### config.mk
export PLATFORM = sky130hd
export DESIGN_NAME = rdc_radar_config
export DESIGN_NICKNAME = d
export VERILOG_FILES = /design/src/rdc_sync.v /design/src/rdc_radar_config.v
export VERILOG_INCLUDE_DIRS = /design/src
export SDC_FILE = /design/constraint.sdc
export NUM_CORES = 1
export LEC_CHECK = 0
export BUFFER_PORTS_ARGS = -buffer_cell sky130_fd_sc_hd__buf_2
export CAP_MARGIN = 20
export CORE_MARGIN = 1
export CORE_UTILIZATION = 35
export CTS_CLUSTER_SIZE = 25
export DETAILED_ROUTE_END_ITERATION = 7
export PLACE_DENSITY = 0.58
export SLEW_MARGIN = 0
export SYNTH_ARGS = -nofsm -noshare
export SYNTH_HDL_FRONTEND = slang
export SYNTH_SLANG_ARGS = --single-unit
### constraint.sdc
create_clock -name sys_clk -period 3.1 [get_ports sys_clk]
set_input_delay 0 -clock sys_clk [delete_from_list [all_inputs] [get_ports sys_clk]]
set_output_delay 0 -clock sys_clk [all_outputs]
set_load 0.1 [all_outputs]
### src/rdc_consts.vh
`ifndef RDC_CONSTS_VH
`define RDC_CONSTS_VH

// ----------------------------------------
// register offsets (7-bit word address)
// ----------------------------------------
`define RDC_ADDR_THRESH    7'h01
`define RDC_ADDR_ADAPT     7'h02
`define RDC_ADDR_SYNTH     7'h05
`define RDC_ADDR_RATE      7'h07
`define RDC_ADDR_PERSIST   7'h0a
`define RDC_ADDR_SCALE     7'h0d
`define RDC_ADDR_STATUS    7'h0f

// ----------------------------------------
// field positions
// ----------------------------------------
`define RDC_FCW_MSB        11
`define RDC_RATE_MSB       11
`define RDC_RATE_LSB       10
`define RDC_ADAPT_BIT      6
`define RDC_SCALE_MSB      1

// ----------------------------------------
// reset values
// ----------------------------------------
`define RDC_RST_SYNTH      16'h0000
`define RDC_RST_ADAPT      16'h0000
`define RDC_RST_SCALE      16'h0000

// ----------------------------------------
// quad-state strap levels
// ----------------------------------------
`define RDC_QS_GND         2'h0
`define RDC_QS_OPEN        2'h1
`define RDC_QS_RES         2'h2
`define RDC_QS_VDD         2'h3

// ----------------------------------------
// strap-selected defaults, indexed by strap level
// ----------------------------------------
`define RDC_THR_DEF0       16'h0040
`define RDC_THR_DEF1       16'h0080
`define RDC_THR_DEF2       16'h0100
`define RDC_THR_DEF3       16'h0200
`define RDC_HOLD_DEF0      16'h0064
`define RDC_HOLD_DEF1      16'h03e8
`define RDC_HOLD_DEF2      16'h2710
`define RDC_HOLD_DEF3      16'hffff

// ----------------------------------------
// timing
// ----------------------------------------
`define RDC_CLK_PERIOD_NS  20
`define RDC_TICK_NS        1000
`define RDC_TICK_CYCLES    (`RDC_TICK_NS / `RDC_CLK_PERIOD_NS)
`define RDC_PRT_US0        20'd250
`define RDC_PRT_US1        20'd500
`define RDC_PRT_US2        20'd1000
`define RDC_PRT_US3        20'd2000

// ----------------------------------------
// serial frame: write bit, 7-bit address, 16-bit data
// ----------------------------------------
`define RDC_FRAME_BITS     5'd24
`define RDC_HDR_BITS       5'd8

`endif

### src/rdc_sync.v
`timescale 1ns/1ps

// ----------------------------------------
// two-stage synchroniser
// ----------------------------------------
module rdc_sync #(
    parameter WIDTH = 1
) (
    // clock and reset
    input  wire             sys_clk,
    input  wire             resetn,
    // data
    input  wire [WIDTH-1:0] din,
    output reg  [WIDTH-1:0] dout
);

    reg [WIDTH-1:0] stage1;

    always @(posedge sys_clk or negedge resetn) begin
        if (!resetn) begin
            stage1 <= {WIDTH{1'b0}};
            dout   <= {WIDTH{1'b0}};
        end else begin
            stage1 <= din;
            dout   <= stage1;
        end
    end

endmodule

### src/rdc_radar_config.v
`include "rdc_consts.vh"
`timescale 1ns/1ps

module rdc_radar_config #(
    parameter TICK_CYCLES = `RDC_TICK_CYCLES
) (
    // clock and reset
    input  wire        sys_clk,
    input  wire        resetn,
    // serial port pins and host reset
    input  wire        spi_sclk,
    input  wire        spi_mosi,
    input  wire        spi_cs_n,
    output reg         spi_miso,
    output wire        spi_miso_oe,
    input  wire        radar_reset_n,
    // strap pins, level-coded
    input  wire [1:0]  mode_strap_pin,
    input  wire [1:0]  thresh_strap_pin,
    input  wire [1:0]  hold_strap_pin,
    input  wire [1:0]  rate_strap_pin,
    // detector front end, same clock
    input  wire [15:0] rx_strength,
    input  wire        rx_phase,
    // outputs
    output reg         motion_detect_out,
    output reg         direction_detect_out,
    output reg         pulse_start,
    output reg         ext_clk_enable,
    output reg  [11:0] pll_fcw_out,
    output reg  [1:0]  op_mode
);

    // ----------------------------------------
    // pin synchronisers
    // ----------------------------------------
    wire [3:0] spi_s;
    wire [7:0] strap_s;

    rdc_sync #(.WIDTH(4)) u_sync_spi (
        .sys_clk (sys_clk),
        .resetn  (resetn),
        .din     ({spi_sclk, spi_mosi, ~spi_cs_n, ~radar_reset_n}), // active-low pins enter inverted: a cleared chain reads idle
        .dout    (spi_s)
    );

    rdc_sync #(.WIDTH(8)) u_sync_strap (
        .sys_clk (sys_clk),
        .resetn  (resetn),
        .din     ({mode_strap_pin, thresh_strap_pin, hold_strap_pin, rate_strap_pin}),
        .dout    (strap_s)
    );

    wire sclk_s  = spi_s[3];
    wire mosi_s  = spi_s[2];
    wire cs_n_s  = ~spi_s[1];
    wire rrst_n_s = ~spi_s[0];

    // ----------------------------------------
    // strap capture after reset release
    // ----------------------------------------
    // the sync chain needs two edges before it shows the pins, so loading waits three
    reg  [1:0]  load_cnt;
    wire        strap_load = (load_cnt == 2'h2);
    reg  [15:0] thresh;
    reg  [15:0] adapt_reg;
    reg  [15:0] synth_reg;
    reg  [15:0] rate_reg;
    reg  [15:0] persist_reg;
    reg  [15:0] scale_reg;
    wire        serial_mode = op_mode[1];
    reg  [15:0] thr_def;
    reg  [15:0] hold_def;
    always @* begin
        case (strap_s[5:4])
            `RDC_QS_GND:  thr_def = `RDC_THR_DEF0;
            `RDC_QS_OPEN: thr_def = `RDC_THR_DEF1;
            `RDC_QS_RES:  thr_def = `RDC_THR_DEF2;
            default:      thr_def = `RDC_THR_DEF3;
        endcase
        case (strap_s[3:2])
            `RDC_QS_GND:  hold_def = `RDC_HOLD_DEF0;
            `RDC_QS_OPEN: hold_def = `RDC_HOLD_DEF1;
            `RDC_QS_RES:  hold_def = `RDC_HOLD_DEF2;
            default:      hold_def = `RDC_HOLD_DEF3;
        endcase
    end

    always @(posedge sys_clk or negedge resetn) begin
        if (!resetn) begin
            load_cnt <= 2'h0;
        end else if (!rrst_n_s) begin
            load_cnt <= 2'h0;
        end else if (load_cnt != 2'h3) begin
            load_cnt <= load_cnt + 2'h1;
        end
    end

    // ----------------------------------------
    // serial slave: mode 0, msb first
    // ----------------------------------------
    reg         sclk_d;
    reg  [4:0]  bit_cnt;
    reg  [23:0] rx_shift;
    reg  [15:0] tx_shift;
    reg  [15:0] rd_data;
    wire        sclk_rise = sclk_s & ~sclk_d;
    wire        sclk_fall = ~sclk_s & sclk_d;
    wire [23:0] rx_next = {rx_shift[22:0], mosi_s};
    wire        frame_done = sclk_rise && !cs_n_s && (bit_cnt == `RDC_FRAME_BITS - 5'd1);
    wire        wr_en = frame_done && rx_next[23] && serial_mode && (load_cnt == 2'h3);
    wire [6:0]  wr_addr = rx_next[22:16];
    wire [15:0] wr_data = rx_next[15:0];

    assign spi_miso_oe = ~cs_n_s;

    always @* begin
        case (rx_next[6:0])
            `RDC_ADDR_THRESH:  rd_data = thresh;
            `RDC_ADDR_ADAPT:   rd_data = adapt_reg;
            `RDC_ADDR_SYNTH:   rd_data = synth_reg;
            `RDC_ADDR_RATE:    rd_data = rate_reg;
            `RDC_ADDR_PERSIST: rd_data = persist_reg;
            `RDC_ADDR_SCALE:   rd_data = scale_reg;
            `RDC_ADDR_STATUS:  rd_data = {12'h000, op_mode, direction_detect_out, motion_detect_out};
            default:           rd_data = 16'h0000;
        endcase
    end

    always @(posedge sys_clk or negedge resetn) begin
        if (!resetn) begin
            sclk_d   <= 1'b0;
            bit_cnt  <= 5'd0;
            rx_shift <= 24'h000000;
            tx_shift <= 16'h0000;
            spi_miso <= 1'b0;
        end else begin
            sclk_d <= sclk_s;
            if (cs_n_s) begin
                bit_cnt  <= 5'd0;
                spi_miso <= 1'b0;
            end else begin
                if (sclk_rise) begin
                    rx_shift <= rx_next;
                    bit_cnt  <= frame_done ? 5'd0 : bit_cnt + 5'd1;
                    if (bit_cnt == `RDC_HDR_BITS - 5'd1) begin
                        tx_shift <= rd_data;
                    end
                end
                if (sclk_fall && bit_cnt >= `RDC_HDR_BITS) begin
                    spi_miso <= tx_shift[15];
                    tx_shift <= {tx_shift[14:0], 1'b0};
                end
            end
        end
    end

    // ----------------------------------------
    // configuration registers
    // ----------------------------------------
    always @(posedge sys_clk or negedge resetn) begin
        if (!resetn) begin
            op_mode        <= `RDC_QS_VDD;
            ext_clk_enable <= 1'b0;
            thresh         <= `RDC_THR_DEF3;
            adapt_reg      <= `RDC_RST_ADAPT;
            synth_reg      <= `RDC_RST_SYNTH;
            rate_reg       <= 16'h0000;
            persist_reg    <= `RDC_HOLD_DEF3;
            scale_reg      <= `RDC_RST_SCALE;
        end else if (strap_load) begin
            op_mode        <= strap_s[7:6];
            ext_clk_enable <= (strap_s[7:6] == `RDC_QS_RES);
            thresh         <= thr_def;
            persist_reg    <= hold_def;
            rate_reg       <= {4'h0, strap_s[1:0], 10'h000};
            adapt_reg      <= `RDC_RST_ADAPT;
            synth_reg      <= `RDC_RST_SYNTH;
            scale_reg      <= `RDC_RST_SCALE;
        end else if (wr_en) begin
            case (wr_addr)
                `RDC_ADDR_THRESH:  thresh      <= wr_data;
                `RDC_ADDR_ADAPT:   adapt_reg   <= wr_data;
                `RDC_ADDR_SYNTH:   synth_reg   <= wr_data;
                `RDC_ADDR_RATE:    rate_reg    <= wr_data;
                `RDC_ADDR_PERSIST: persist_reg <= wr_data;
                `RDC_ADDR_SCALE:   scale_reg   <= wr_data;
                default:           thresh      <= thresh;
            endcase
        end
    end

    always @(posedge sys_clk or negedge resetn) begin
        if (!resetn) begin
            pll_fcw_out <= 12'h000;
        end else begin
            pll_fcw_out <= synth_reg[`RDC_FCW_MSB:0];
        end
    end

    // ----------------------------------------
    // microsecond tick
    // ----------------------------------------
    reg  [15:0] tick_cnt;
    wire        tick = (tick_cnt == 16'h0000);

    always @(posedge sys_clk or negedge resetn) begin
        if (!resetn) begin
            tick_cnt <= 16'h0000;
        end else if (tick) begin
            tick_cnt <= TICK_CYCLES[15:0] - 16'h0001;
        end else begin
            tick_cnt <= tick_cnt - 16'h0001;
        end
    end

    // ----------------------------------------
    // pulse repetition timer
    // ----------------------------------------
    reg  [19:0] prt_base;
    reg  [19:0] prt_cnt;
    wire        pulsed = (op_mode != `RDC_QS_GND);
    // adaptive timing drops the multiplier while motion is seen, trading power for response
    wire        adapt_fast = adapt_reg[`RDC_ADAPT_BIT] && motion_detect_out;
    wire [2:0]  prt_shift = adapt_fast ? 3'd0 : {1'b0, scale_reg[`RDC_SCALE_MSB:0]} + 3'd1;
    wire [19:0] prt_len = prt_base << prt_shift;

    always @* begin
        case (rate_reg[`RDC_RATE_MSB:`RDC_RATE_LSB])
            2'h0:    prt_base = `RDC_PRT_US0;
            2'h1:    prt_base = `RDC_PRT_US1;
            2'h2:    prt_base = `RDC_PRT_US2;
            default: prt_base = `RDC_PRT_US3;
        endcase
    end

    always @(posedge sys_clk or negedge resetn) begin
        if (!resetn) begin
            prt_cnt     <= 20'h00000;
            pulse_start <= 1'b0;
        end else begin
            pulse_start <= 1'b0;
            if (!pulsed || load_cnt != 2'h3) begin
                prt_cnt <= 20'h00000;
            end else if (tick) begin
                if (prt_cnt == 20'h00000) begin
                    pulse_start <= 1'b1;
                    prt_cnt     <= prt_len - 20'h00001;
                end else begin
                    prt_cnt <= prt_cnt - 20'h00001;
                end
            end
        end
    end

    // ----------------------------------------
    // detector and hold
    // ----------------------------------------
    reg  [15:0] hold_cnt;
    // in cw mode the detector samples every tick, otherwise once per pulse
    wire        eval = pulsed ? pulse_start : tick;
    wire        hit = eval && (rx_strength >= thresh);

    always @(posedge sys_clk or negedge resetn) begin
        if (!resetn) begin
            hold_cnt             <= 16'h0000;
            motion_detect_out    <= 1'b0;
            direction_detect_out <= 1'b0;
        end else if (load_cnt != 2'h3) begin
            hold_cnt             <= 16'h0000;
            motion_detect_out    <= 1'b0;
            direction_detect_out <= 1'b0;
        end else if (hit) begin
            hold_cnt             <= persist_reg;
            motion_detect_out    <= 1'b1;
            direction_detect_out <= rx_phase;
        end else if (tick && motion_detect_out) begin
            if (hold_cnt == 16'h0000) begin
                motion_detect_out    <= 1'b0;
                direction_detect_out <= 1'b0;
            end else begin
                hold_cnt <= hold_cnt - 16'h0001;
            end
        end
    end

endmodule

Yosys cells after proc, flatten, opt, wreduce, memory -nomap -nowiden

Cells that the tools add are included.

Register bits: 238
Logic and storage cells: 161

Shift operators: 1
Add/sub/neg operators: 7
Bitwise logic cells: 6
Order comparisons: 2
Muxes and demuxes: 51
Reduce and logical (&&, ||, !) cells: 41
Equal/unequal tests: 28

Operators with widths:

| operator                | number |
|---|---|
| $mux W16                | 26 |
| $pmux W16 S7            | 1 |
| $mux W20                | 3 |
| $pmux W16 S3            | 1 |
| $sub A20 B1 Y20 const B | 2 |
| $eq A7 B4 Y1 const B    | 5 |
| $pmux W11 S3            | 1 |
| $logic_not A16 Y1       | 2 |
| $sub A16 B1 Y16 const B | 2 |
| $pmux W10 S3            | 1 |
| $eq A7 B3 Y1 const B    | 4 |
| $reduce_bool A2 Y1      | 12 |
| $logic_not A20 Y1       | 1 |
| $shl A20 B3 Y20         | 1 |
| $reduce_and A2 Y1       | 9 |
| $ge A16 B16 Y1          | 1 |
| $mux W5                 | 3 |
| $eq A7 B1 Y1 const B    | 2 |
| $eq A7 B2 Y1 const B    | 2 |
| $eq A2 B2 Y1 const B    | 6 |
| $mux W1                 | 12 |
| $logic_and A1 B1 Y1     | 9 |
| $eq A2 B1 Y1 const B    | 3 |
| $logic_not A2 Y1        | 3 |
| 16 further kinds        | 24 |

Depth between registers and ports, before layout

Gate-level depths: netlist of run 1.

Depth after elaboration: 9
Gate-level depth with buffers: 15
Gate-level depth less buffers: 13

Cells and area by module

A second synthesis of run 1 with hierarchy kept.

Cells, all modules: 1194
Area, all modules: 12050.3 µm²

By module, submodules not included:

| module                   | cells an instance | seq. area each (µm²) | times used | area each (µm²) |
|---|---|---|---|---|
| rdc_radar_config         | 1170              | 5378.9               | 1          | 11449.7 |
| rdc_sync at u_sync_strap | 16                | 400.4                | 1          | 400.4 |
| rdc_sync at u_sync_spi   | 8                 | 200.2                | 1          | 200.2 |

Worst setup path before layout of run 1

Ideal clock, no wire load.

Path type: flip-flop to flip-flop
Start: register motion_detect_out
End: register prt_cnt[11]
Path buffers: 2
Arrival time: 3.092 ns
Stages on the path, launching flop included: 11
Period minus slack after synthesis: 3.218 ns
Path slack: -0.118 ns
Cells stage by stage: dfrtp_1 -> buf_2 -> nand2_1 -> clkbuf_1 -> and2_0 -> o211ai_1 -> a31oi_1 -> nor4_4 -> o311ai_1 -> and3_1 -> a311o_1

Word-level cells in the longest chain between the ends: 7

RTL lines:

| what                     | line                   | text |
|---|---|---|
| start: declaration       | rdc_radar_config.v:26  | `output reg motion_detect_out,` |
| start signal: assignment | rdc_radar_config.v:267 | `motion_detect_out <= 1'b0;` |
| start signal: assignment | rdc_radar_config.v:271 | `motion_detect_out <= 1'b0;` |
| start signal: assignment | rdc_radar_config.v:275 | `motion_detect_out <= 1'b1;` |
| $logic_and A1 B1 Y1      | rdc_radar_config.v:224 | `` wire adapt_fast = adapt_reg[`RDC_ADAPT_BIT] && motion_detect_out; `` |
| $mux W3                  | rdc_radar_config.v:225 | `` wire [2:0] prt_shift = adapt_fast ? 3'd0 : {1'b0, scale_reg[`RDC_SCALE_MSB:0]} + 3'd1; `` |
| $shl A20 B3 Y20          | rdc_radar_config.v:226 | `wire [19:0] prt_len = prt_base << prt_shift;` |
| $sub A20 B1 Y20          | rdc_radar_config.v:248 | `prt_cnt <= prt_len - 20'h00001;` |
| $mux W20                 | rdc_radar_config.v:246 | `if (prt_cnt == 20'h00000) begin` |
| $mux W20                 | rdc_radar_config.v:245 | `end else if (tick) begin` |
| $mux W20                 | rdc_radar_config.v:243 | `if (!pulsed \|\| load_cnt != 2'h3) begin` |
| end signal: assignment   | rdc_radar_config.v:248 |  |
| end signal: assignment   | rdc_radar_config.v:250 | `prt_cnt <= prt_cnt - 20'h00001;` |
| end: declaration         | rdc_radar_config.v:221 | `reg [19:0] prt_cnt;` |

Every way passes these cells. The select of a mux whose other input is x is not followed.
A chain may end at the register's enable or synchronous reset.

Final worst setup path of run 1

Start: register thresh[13]
End: register hold_cnt[6]

Word-level cells in the longest chain between the ends: 4

RTL lines:

| what                                                           | line                   | text |
|---|---|---|
| start: declaration                                             | rdc_radar_config.v:65  | `reg [15:0] thresh;` |
| start signal: assignment                                       | rdc_radar_config.v:165 | `` thresh <= `RDC_THR_DEF3; `` |
| start signal: assignment                                       | rdc_radar_config.v:174 | `thresh <= thr_def;` |
| start signal: assignment                                       | rdc_radar_config.v:182 | `` `RDC_ADDR_THRESH: thresh <= wr_data; `` |
| $ge A16 B16 Y1 (*)                                             | rdc_radar_config.v:262 | `wire hit = eval && (rx_strength >= thresh);` |
| $logic_and A1 B1 Y1 (*)                                        | rdc_radar_config.v:262 |  |
| $ne A3 B3 Y1 (no source line) (tied with other cells)          | --                     |  |
| $reduce_and A2 Y1 (no source line) or $mux W16 (tied branches) | --                     |  |
| end signal: assignment                                         | rdc_radar_config.v:274 | `hold_cnt <= persist_reg;` |
| end signal: assignment                                         | rdc_radar_config.v:282 | `hold_cnt <= hold_cnt - 16'h0001;` |
| end: declaration                                               | rdc_radar_config.v:259 | `reg [15:0] hold_cnt;` |

Every way passes the cells marked *; elsewhere a longest branch is shown, timed or not.

==> flow_metrics.env, run 1 <==
export IMPL_synth_compound_area_frac=0.165
export IMPL_period_share=0.949
export IMPL_yosys_top_cells_area="dfrtp_1 (45%), nand2_1 (7.7%), a21oi_1 (4.6%)"
export IMPL_route_detailed_drc=0
export IMPL_biggestRegsByFlops="rx_shift: 23 flops, prt_cnt: 20 flops"
export IMPL_largest_reg_flops=23
export IMPL_grtUsageTotal=0.186
export IMPL_hpwl_um=22300
export IMPL_place_port_buffers=50
export IMPL_grt_pass1_vias=9528
export IMPL_cts_made_buffers=27
export IMPL_finalPower_mw=9.44
export IMPL_final_area_mm2=0.0143
export IMPL_hold_violations=0
export IMPL_power_density_mw_per_mm2=659
export IMPL_avgViaCountPerCell=5.41
export IMPL_hp_class="primary input to async pin"
export IMPL_vias=9867
export IMPL_regMostFlops="rx_shift"
export IMPL_synthCells=1279
export IMPL_maxCapViolCount=0
export IMPL_yosysUniqueCellTypes=75
export IMPL_grt_max_degree=92
export IMPL_antenna_cells=0
export IMPL_yosysTopAreaCell="dfrtp_1"
export IMPL_synth_adder_area_share=0.0317
export IMPL_drtIter0Drc=724
export IMPL_slew_headroom=0.502
export IMPL_cp_end_kind="register"
export IMPL_die_y_um=188
export IMPL_async_flop_share=1.00
export IMPL_synth_area_mm2=0.0121
export IMPL_synth_top_area_frac=0.453
export IMPL_cts_tree="yes"
export IMPL_synth_ff_type="dfrtp_1"
export IMPL_critPathMaxFanout=10
export IMPL_path_class="register to register"
export IMPL_clk_pin_slew_worst_paths_ns=0.06
export IMPL_cts_buffer_depth=3
export IMPL_worstMarginPinSlew_ns=0.746
export IMPL_leakage_nw=6.23
export IMPL_finalMaxSlewViolations=0
export IMPL_dieArea_mm2=0.0353
export IMPL_synth_edf_count=0
export IMPL_die_w_um=188
export IMPL_arrival_ns=3.35
export IMPL_skew_ns=0.00986
export IMPL_ys_ff_latch=238
export IMPL_clkLatencyLatePin_ns=0.54
export IMPL_yosys_warnings=0
export IMPL_area_growth_pct=18.4
export IMPL_tns_ns=0
export IMPL_routedWlPerCell_um=18.0
export IMPL_ant_nets=0
export IMPL_grt_overflow_total=0
export IMPL_cp_start_kind="register"
export IMPL_synth_mux_area_frac=0.0682
export IMPL_rsz0062_at_grt="no"
export IMPL_rows=67
export IMPL_outcome="finished clean"
export IMPL_layout_drive_gt1_share=0.172
export IMPL_vdd_ir_drop_max_mv=0.592
export IMPL_period_needed_ns=2.94
export IMPL_place_gp_congestion=0.858
export IMPL_finalWirelength_um=32700
export IMPL_antenna_found_initial=0
export IMPL_drt_pass1_iterations=6
export IMPL_fillers=3257
export IMPL_grt_first_pass_wirelength_um=53000
export IMPL_placed_cell_area_mm2=0.0132
export IMPL_syn_nets=1339
export IMPL_synth_simple_gate_area_frac=0.185
export IMPL_ios=51
export IMPL_synth_xor_area_frac=0.0123
export IMPL_clock_root_buffer="clkbuf_16"
export IMPL_setup_viol=0
export IMPL_fmax_ghz=0.340
export IMPL_start_util=0.358
export IMPL_synth_top_family_by_area="simple AND/OR/NAND/NOR gates"
export IMPL_crit_required_ns=3.51
export IMPL_cts_max_level=1
export IMPL_coreArea_mm2=0.0338
export IMPL_clock_sinks=238
export IMPL_ys_seq_area_frac=0.494
export IMPL_synth_avg_cell_area_um2=9.46
export IMPL_final_nets=1416
through the flow:
stage	setup WS (ns)	cells	hold slack (ns)	util
final	0.159	1824	0.0625	0.424
after global routing	0.00373	1824	0.0875	0.424
after CTS	0.0575	1824	0.0782	0.423
after detailed placement	0.0617	1761	0.0790	0.389
after global placement	0.213	1761	0.0776	0.389
after floorplan	0.146	1279	-0.296	-
report_power, final:
part           internal (mW)  switching, mW  leakage (nW)
clock network           2.30           1.30         0.500
registers               3.46          0.426          3.17
logic                  0.736           1.23          2.55
total                   6.49           2.96          6.23
per-layer routing:
layer  track usage  share of wire  vias to the layer above
li1              -              -                     4688
met1         0.261           0.47                     4896
met2         0.301           0.46                      227
met3        0.0228          0.043                       56
met4        0.0563          0.027                        0
met5             0              0                        -
worst max-delay path, stage by stage, from the launching register on:
cell and delay, ns:
dfrtp_1 0.36, inv_1 0.05, ha_1 0.29, a21o_1 0.17, a21o_1 0.17, a21oi_1 0.44
o211ai_1 0.37, and3_2 0.36, buf_4 0.18, a221oi_1 0.34, a211oi_2 0.06
worst paths after layout:
check | from | to | slack (ns) | cells past startpoint
min in group sys_clk | spi_sclk | u_sync_spi.stage1[3]$_DFF_PN0_ | 0.10 | 2
hold reg to reg | u_sync_spi.stage1[1]$_DFF_PN0_ | u_sync_spi.dout[1]$_DFF_PN0_ | 0.35 | 0
hold / removal | resetn | spi_miso$_DFFE_PN0P_ | 0.06 | 2
setup / recovery | thresh[13]$_DFFE_PN0P_ | hold_cnt[6]$_DFFE_PN0P_ | 0.16 | 10
max in group asynchronous | resetn | persist_reg[2]$_DFFE_PN1P_ | 2.11 | 3
setup reg to reg | thresh[13]$_DFFE_PN0P_ | hold_cnt[6]$_DFFE_PN0P_ | 0.16 | 10
logic make-up after synthesis:
| logic type | Yosys count |
|---|---|
| adders and majority gates | 31 |
| AOI/OAI and AO/OA | 312 |
| muxes | 79 |
| and+or+nand+nor | 472 |
| xor gates and xnor gates | 17 |
| buffers and inverters | 130 |
| DFF | 238 |
layout by cell type (no fill, tap or decap), drive strengths merged, types with 7 or more instances in the layout:
cell and instances:
a21oi 111, and3 16, a21o 7, mux2 27, nand2b 12, or3 8
ha 29, buf 117, dfstp 19, nand4 10, nor3 35, nor4 15
clkbuf 35, a31oi 17, inv 49, o21ai 51, bufinv 7, and2 8
a22oi 31, mux2i 52, nand3 27, a221o 12, a211oi 23, nor2 61
nand2 247, xnor2 12, dfrtp 219, dlygate4sd3 14, o22ai 22
cell usage after synthesis, types with 3 or more instances:
| cell | count |
|---|---|
| a211o_1 | 5 |
| a211oi_1 | 23 |
| a21o_1 | 7 |
| a21oi_1 | 111 |
| a221o_1 | 12 |
| a22oi_1 | 31 |
| a31o_2 | 3 |
| a31oi_1 | 17 |
| and2_1 | 6 |
| and3_1 | 16 |
| buf_1 | 9 |
| buf_2 | 9 |
| buf_4 | 6 |
| clkbuf_1 | 58 |
| dfrtp_1 | 219 |
| dfstp_2 | 19 |
| ha_1 | 29 |
| inv_1 | 47 |
| mux2_2 | 27 |
| mux2i_1 | 52 |
| nand2_1 | 247 |
| nand2b_1 | 12 |
| nand3_1 | 27 |
| nand4_1 | 10 |
| nor2_1 | 61 |
| nor2b_1 | 6 |
| nor3_1 | 32 |
| nor3b_1 | 5 |
| nor4_1 | 12 |
| nor4b_1 | 3 |
| o211ai_1 | 4 |
| o21ai_0 | 51 |
| o22ai_1 | 22 |
| or3_1 | 8 |
| xnor2_1 | 12 |
| xor2_1 | 5 |
what timing repair did:
item | 4_1_cts | 5_1_grt
resized for setup | 0 | 6
hold buffers | 14 | 0
endpoints found under the hold margin | 102 | 0
setup buffers | 0 | 0
endpoints found under the setup margin | 0 | 14
layout make-up:
| cell class | instances | area [um2] | area share |
|---|---|---|---|
| sequential | 238 | 5980 | 0.418 |
| multi-input combinational | 911 | 5630 | 0.393 |
| timing repair buffer | 131 | 966 | 0.0674 |
| clock buffer | 35 | 756 | 0.0528 |
| tap | 448 | 561 | 0.0391 |
| clock inverter | 14 | 253 | 0.0176 |
| inverter | 47 | 176 | 0.0123 |
Note: power is estimated with default switching activity, not from simulation.
==> run 2: changes to the inputs <==
Settings changed: CTS_BUF_LIST from default to sky130_fd_sc_hd__clkbuf_16.
==> run 2 against run 1 <==
Compared with the run above:
- core utilization decreased by 0.15 points
- critical path depth fell by 1
- wire length up 0.37%
- sequential share of layout area grew 0.15 points
- non-clock buffer count unchanged
- via count is 0.17% higher
- design area fell by 0.35%
- clock skew grew 0.0048 ns
- critical endpoint is now prt_cnt[11]$_DFFE_PN0P_
==> flow_metrics.env, run 2 (same netlist as run 1, synthesis figures left out) <==
export IMPL_hold_violations=0
export IMPL_wl_met3_um=1460
export IMPL_grt_first_pass_wirelength_um=53100
export IMPL_netSwitchingPower_mw=2.96
export IMPL_rrSetupSlack_ns=0.16
export IMPL_fmax_ghz=0.340
export IMPL_cts_buffer_depth=3
export IMPL_drt_pass1_iterations=5
export IMPL_grt_max_degree=92
export IMPL_endpoint="prt_cnt[11]$_DFFE_PN0P_"
export IMPL_clock_root_buffer="clkbuf_16"
export IMPL_rows=67
export IMPL_antenna_found_initial=0
export IMPL_die_y_um=188
export IMPL_skew_ns=0.0147
export IMPL_place_gp_congestion=0.858
export IMPL_wl_met1_um=15200
export IMPL_period_share=0.948
export IMPL_most_common_layout_cells="nand2_1 (247), dfrtp_1 (218), a21oi_1 (111)"
export IMPL_die_w_um=188
export IMPL_cts_made_buffers=27
export IMPL_place_port_buffers=50
export IMPL_swShare=0.318
export IMPL_p_int_mw=6.35
export IMPL_layout_drive_gt1_share=0.169
export IMPL_arrival_ns=3.36
export IMPL_clkLatencyLatePin_ns=0.55
export IMPL_cts_max_level=1
export IMPL_wl_met2_um=15300
export IMPL_finalMaxSlewViolations=0
export IMPL_ant_nets=0
export IMPL_cp_start_kind="register"
export IMPL_maxCapViolCount=0
export IMPL_largest_reg_flops=23
export IMPL_holdWs_ns=0.0521
export IMPL_cp_end_kind="register"
export IMPL_slowest_delay_ns=0.51
export IMPL_cp_startpoint="scale_reg[1]$_DFFE_PN0P_"
export IMPL_drtIter0Drc=758
export IMPL_critPathMaxFanout=10
export IMPL_worst_path_buf_inv=0
export IMPL_crit_required_ns=3.52
export IMPL_grtUsageTotal=0.187
export IMPL_setup_viol=0
export IMPL_outcome="finished clean"
export IMPL_leakage_nw=6.21
export IMPL_top_layer="met4"
export IMPL_cp_top_family="simple AND/OR/NAND/NOR gates"
export IMPL_hpwl_um=22300
export IMPL_final_nets=1416
export IMPL_vias=9884
export IMPL_final_cell_count_no_fill=1824
export IMPL_pwr_share_seq=0.416
export IMPL_area_growth_pct=18.0
export IMPL_routedWlPerCell_um=18.0
export IMPL_route_detailed_drc=0
export IMPL_finalWirelength_um=32900
export IMPL_vdd_ir_drop_max_mv=0.592
export IMPL_final_common_cell="nand2_1"
export IMPL_ios=51
export IMPL_biggestRegsByFlops="rx_shift: 23 flops, prt_cnt: 20 flops"
export IMPL_regMostFlops="rx_shift"
export IMPL_start_util=0.358
export IMPL_r2r_cells=9
export IMPL_rsz0062_at_grt="no"
export IMPL_grt_pass1_vias=9521
export IMPL_crit_chain="ha_2, nor4b_1, or4_4, nor3_4, a41oi_4, nor4_4, o311ai_1, and3_1, a311o_1"
export IMPL_finalPower_mw=9.32
export IMPL_worstMarginPinSlew_ns=0.739
export IMPL_pwr_share_clk=0.372
export IMPL_power_density_mw_per_mm2=653
export IMPL_coreArea_mm2=0.0338
export IMPL_hp_class="primary input to async pin"
export IMPL_antenna_cells=0
export IMPL_tns_ns=0
export IMPL_crit_path_top_delay_cell="or4_4"
export IMPL_clk_pin_slew_worst_paths_ns=0.06
export IMPL_period_needed_ns=2.94
export IMPL_dieArea_mm2=0.0353
export IMPL_post_place_ws_ns=0.0617
export IMPL_slew_headroom=0.508
export IMPL_grt_overflow_total=0
export IMPL_avgViaCountPerCell=5.42
export IMPL_p_comb_frac=0.211
export IMPL_post_place_cells=1761
export IMPL_cts_setup_buffers=0
export IMPL_r2r_start="scale_reg[1]$_DFFE_PN0P_"
export IMPL_worst_path_stages=9
export IMPL_path_class="register to register"
export IMPL_cts_tree="yes"
export IMPL_rr_endpoint="prt_cnt[11]$_DFFE_PN0P_"
export IMPL_setup_slack_ns=0.162
export IMPL_clock_sinks=238
-- run 2: cell types whose count changed in the layout (fill, tap and decap cells not counted) --
cell / before / now
clkinv_1: 0 / 5
clkbuf_8: 5 / 0
clkbuf_1: 3 / 0
inv_1: 47 / 50
-- run 2: how the worst min path moves through the flow --
stage / startpoint / to / slack [ns]
finish: resetn / spi_miso$_DFFE_PN0P_ / 0.05
global route: mode_strap_pin[0] / u_sync_strap.stage1[6]$_DFF_PN0_ / 0.09
CTS: thresh_strap_pin[1] / u_sync_strap.stage1[5]$_DFF_PN0_ / 0.08
detailed placement: resetn / spi_miso$_DFFE_PN0P_ / 0.08
global placement: resetn / spi_miso$_DFFE_PN0P_ / 0.08
floorplan: resetn / adapt_reg[0]$_DFFE_PN0P_ / -0.30
-- run 2: timing repair --
| item | CTS | global route |
|---|---|---|
| setup endpoints to repair | 0 | 14 |
| hold buffers | 14 | 0 |
| resized for setup | 0 | 6 |
| endpoints found under the hold margin | 102 | 0 |
-- run 2: power groups by stage --
stage | Sequential, mW | Clock, mW | Combinational [mW]
6_report | 3.88 | 3.47 | 1.97
4_1_cts | 3.87 | 3.55 | 1.96
2_1_floorplan | 3.82 | 0 | 1.29
3_3_place_gp | 3.92 | 0 | 1.92
5_1_grt | 3.92 | 3.66 | 2.17
3_5_place_dp | 3.93 | 0 | 1.94
-- run 2: metrics by stage --
stage | cell area [um2] | util
floorplan | 12100 | -
global placement | 13200 | 0.389
detailed placement | 13200 | 0.389
CTS | 14300 | 0.422
global route | 14300 | 0.423
finish | 14300 | 0.423
-- run 2: layer usage --
layer | track usage | vias up
li1 | - | 4686
met1 | 0.261 | 4909
met2 | 0.301 | 235
met3 | 0.0225 | 54
met4 | 0.0572 | 0
met5 | 0 | -
-- run 2: layout make-up --
type                            instances  area, um2
Timing Repair Buffer                  131        966
Inverter                               47        176
Sequential cell                       238       5980
Fill cell                            3265      19500
Tap cell                              448        561
Multi-Input combinational cell        911       5630
Clock buffer                           27        676
Clock inverter                         22        283
==> run 3: changes to the inputs <==
--- a/config.mk
+++ b/config.mk
@@ -7,5 +7,5 @@
 export NUM_CORES = 1
 export LEC_CHECK = 0
-export BUFFER_PORTS_ARGS = -buffer_cell sky130_fd_sc_hd__buf_2
+export BUFFER_PORTS_ARGS = -buffer_cell sky130_fd_sc_hd__clkbuf_2
 export CAP_MARGIN = 20
 export CORE_MARGIN = 1
==> constraint.sdc (replaced) <==
create_clock -name sys_clk -period 3.1 [get_ports sys_clk]
set_input_delay 0 -clock sys_clk [delete_from_list [all_inputs] [get_ports sys_clk]]
set_output_delay 0 -clock sys_clk [all_outputs]
set_load 0.02 [all_outputs]
==> run 3 against run 2 <==
Compared with the run above:
- sequential power fell by 2%
- total power fell by 4.3%
- hold slack improved by 0.061 ns
- register-to-register slack barely moved
- combinational power fell by 3%
- first-iteration DRC count rose by 2.2%
- clock skew rose by 0.00079 ns
- wire length rose by 0.44%
- critical path type unchanged
- highest routed layer unchanged
==> flow_metrics.env, run 3 (same netlist as run 1, synthesis figures left out) <==
export IMPL_grt_pass1_vias=9610
export IMPL_vias=9873
export IMPL_layout_drive_gt1_share=0.167
export IMPL_clkLatencyLatePin_ns=0.54
export IMPL_grt_max_degree=105
export IMPL_rows=67
export IMPL_start_util=0.358
export IMPL_clk_pin_slew_worst_paths_ns=0.06
export IMPL_outcome="finished clean"
export IMPL_period_share=0.952
export IMPL_hpwl_um=22500
export IMPL_crit_chain="buf_4, nor3b_1, or4_4, nor3_4, a41oi_4, nor4_4, buf_4, nand2_1, or3_1, a21oi_1"
export IMPL_cts_max_level=1
export IMPL_dieArea_mm2=0.0353
export IMPL_ant_nets=0
export IMPL_r2r_start="scale_reg[0]$_DFFE_PN0P_"
export IMPL_finalMaxSlewViolations=0
export IMPL_area_growth_pct=17.7
export IMPL_slowest_delay_ns=0.57
export IMPL_vdd_ir_drop_max_mv=0.428
export IMPL_rr_endpoint="prt_cnt[15]$_DFFE_PN0P_"
export IMPL_antenna_found_initial=0
export IMPL_setup_slack_ns=0.148
export IMPL_die_y_um=188
export IMPL_grt_first_pass_wirelength_um=53100
export IMPL_post_place_cells=1765
export IMPL_period_needed_ns=2.95
export IMPL_final_nets=1421
export IMPL_coreArea_mm2=0.0338
export IMPL_crit_path_frequent_cell="buf_4"
export IMPL_cts_buffer_depth=3
export IMPL_clock_root_buffer="clkbuf_16"
export IMPL_leakage_nw=6.21
export IMPL_grtUsageTotal=0.187
export IMPL_worstMarginPinSlew_ns=0.866
export IMPL_cts_made_buffers=27
export IMPL_slew_headroom=0.423
export IMPL_hp_class="primary input to async pin"
export IMPL_arrival_ns=3.42
export IMPL_cp_end_kind="register"
export IMPL_post_place_ws_ns=-0.0669
export IMPL_cts_tree="yes"
export IMPL_worst_path_buf_inv=2
export IMPL_antenna_cells=0
export IMPL_regMostFlops="rx_shift"
export IMPL_drt_pass1_iterations=7
export IMPL_place_gp_congestion=0.849
export IMPL_setup_viol=0
export IMPL_grt_overflow_total=0
export IMPL_route_detailed_drc=0
export IMPL_cp_top_family="simple AND/OR/NAND/NOR gates"
export IMPL_crit_path_top_delay_cell="or4_4"
export IMPL_avgViaCountPerCell=5.40
export IMPL_critPathMaxFanout=15
export IMPL_biggestRegsByFlops="rx_shift: 23 flops, prt_cnt: 20 flops"
export IMPL_die_w_um=188
export IMPL_place_port_buffers=50
export IMPL_maxCapViolCount=0
export IMPL_r2r_cells=10
export IMPL_fmax_ghz=0.339
export IMPL_rsz0062_at_grt="no"
export IMPL_rrSetupSlack_ns=0.15
export IMPL_largest_reg_flops=23
export IMPL_crit_required_ns=3.56
export IMPL_hold_violations=0
export IMPL_ios=51
export IMPL_drtIter0Drc=775
export IMPL_clock_sinks=238
export IMPL_path_class="register to register"
export IMPL_most_common_layout_cells="nand2_1 (247), dfrtp_1 (219), a21oi_1 (111)"
export IMPL_final_cell_count_no_fill=1829
export IMPL_final_common_cell="nand2_1"
export IMPL_cp_start_kind="register"
export IMPL_skew_ns=0.0155
export IMPL_routedWlPerCell_um=18.0
export IMPL_power_density_mw_per_mm2=626
export IMPL_finalWirelength_um=33000
[run 3: layer usage]
| metal | vias to the layer above | routed length [um] | global-route usage |
|---|---|---|---|
| li1 | 4705 | - | - |
| met1 | 4844 | 15200 | 0.259 |
| met2 | 261 | 15600 | 0.305 |
| met3 | 63 | 1410 | 0.0247 |
| met4 | 0 | 818 | 0.0553 |
| met5 | - | 0 | 0 |
[run 3: metrics by stage]
stage	hold WS, ns	instance area, um2	TNS [ns]	util	total power, mW
after global placement	0.110	13200	-0.709	0.390	5.73
after floorplan	-0.296	12100	0	-	4.99
final	0.113	14200	0	0.422	8.91
after CTS	0.0902	14200	0	0.420	8.95
after detailed placement	0.110	13200	-0.805	0.390	5.75
after global routing	0.101	14200	0	0.422	9.32
[run 3: final cells by class]
type | instances | area (um2)
fill | 3262 | 19500
sequential | 238 | 5980
multi-input combinational | 911 | 5650
timing repair buffer | 136 | 1000
clock buffer | 27 | 676
tap | 448 | 561
clock inverter | 22 | 195
inverter | 47 | 176
[run 3: power breakdown]
part           leakage [nW]  internal, mW  switching, mW
registers              3.17          3.46          0.358
logic                  2.59         0.752           1.17
clock network         0.454          1.90           1.27
[run 3: how the worst max path moves through the flow]
| stage | endpoint | cells after the start | startpoint |
|---|---|---|---|
| 2_1_floorplan | prt_cnt[11]$_DFFE_PN0P_ | 10 | scale_reg[0]$_DFFE_PN0P_ |
| 3_3_place_gp | adapt_reg[6]$_DFFE_PN0P_ | 10 | rx_shift[20]$_DFFE_PN0P_ |
| 3_5_place_dp | adapt_reg[13]$_DFFE_PN0P_ | 10 | rx_shift[20]$_DFFE_PN0P_ |
| 4_1_cts | adapt_reg[13]$_DFFE_PN0P_ | 10 | rx_shift[20]$_DFFE_PN0P_ |
| 5_1_grt | prt_cnt[15]$_DFFE_PN0P_ | 10 | scale_reg[0]$_DFFE_PN0P_ |
| 6_report | prt_cnt[15]$_DFFE_PN0P_ | 10 | scale_reg[0]$_DFFE_PN0P_ |
[run 3: repair_timing]
action                                 in CTS  in global routing
resized for setup                           1                  5
pin swaps                                   0                  1
setup endpoints to repair                  21                 21
buffers inserted                            0                  1
hold buffers                               14                  0
endpoints found under the hold margin     108                  0
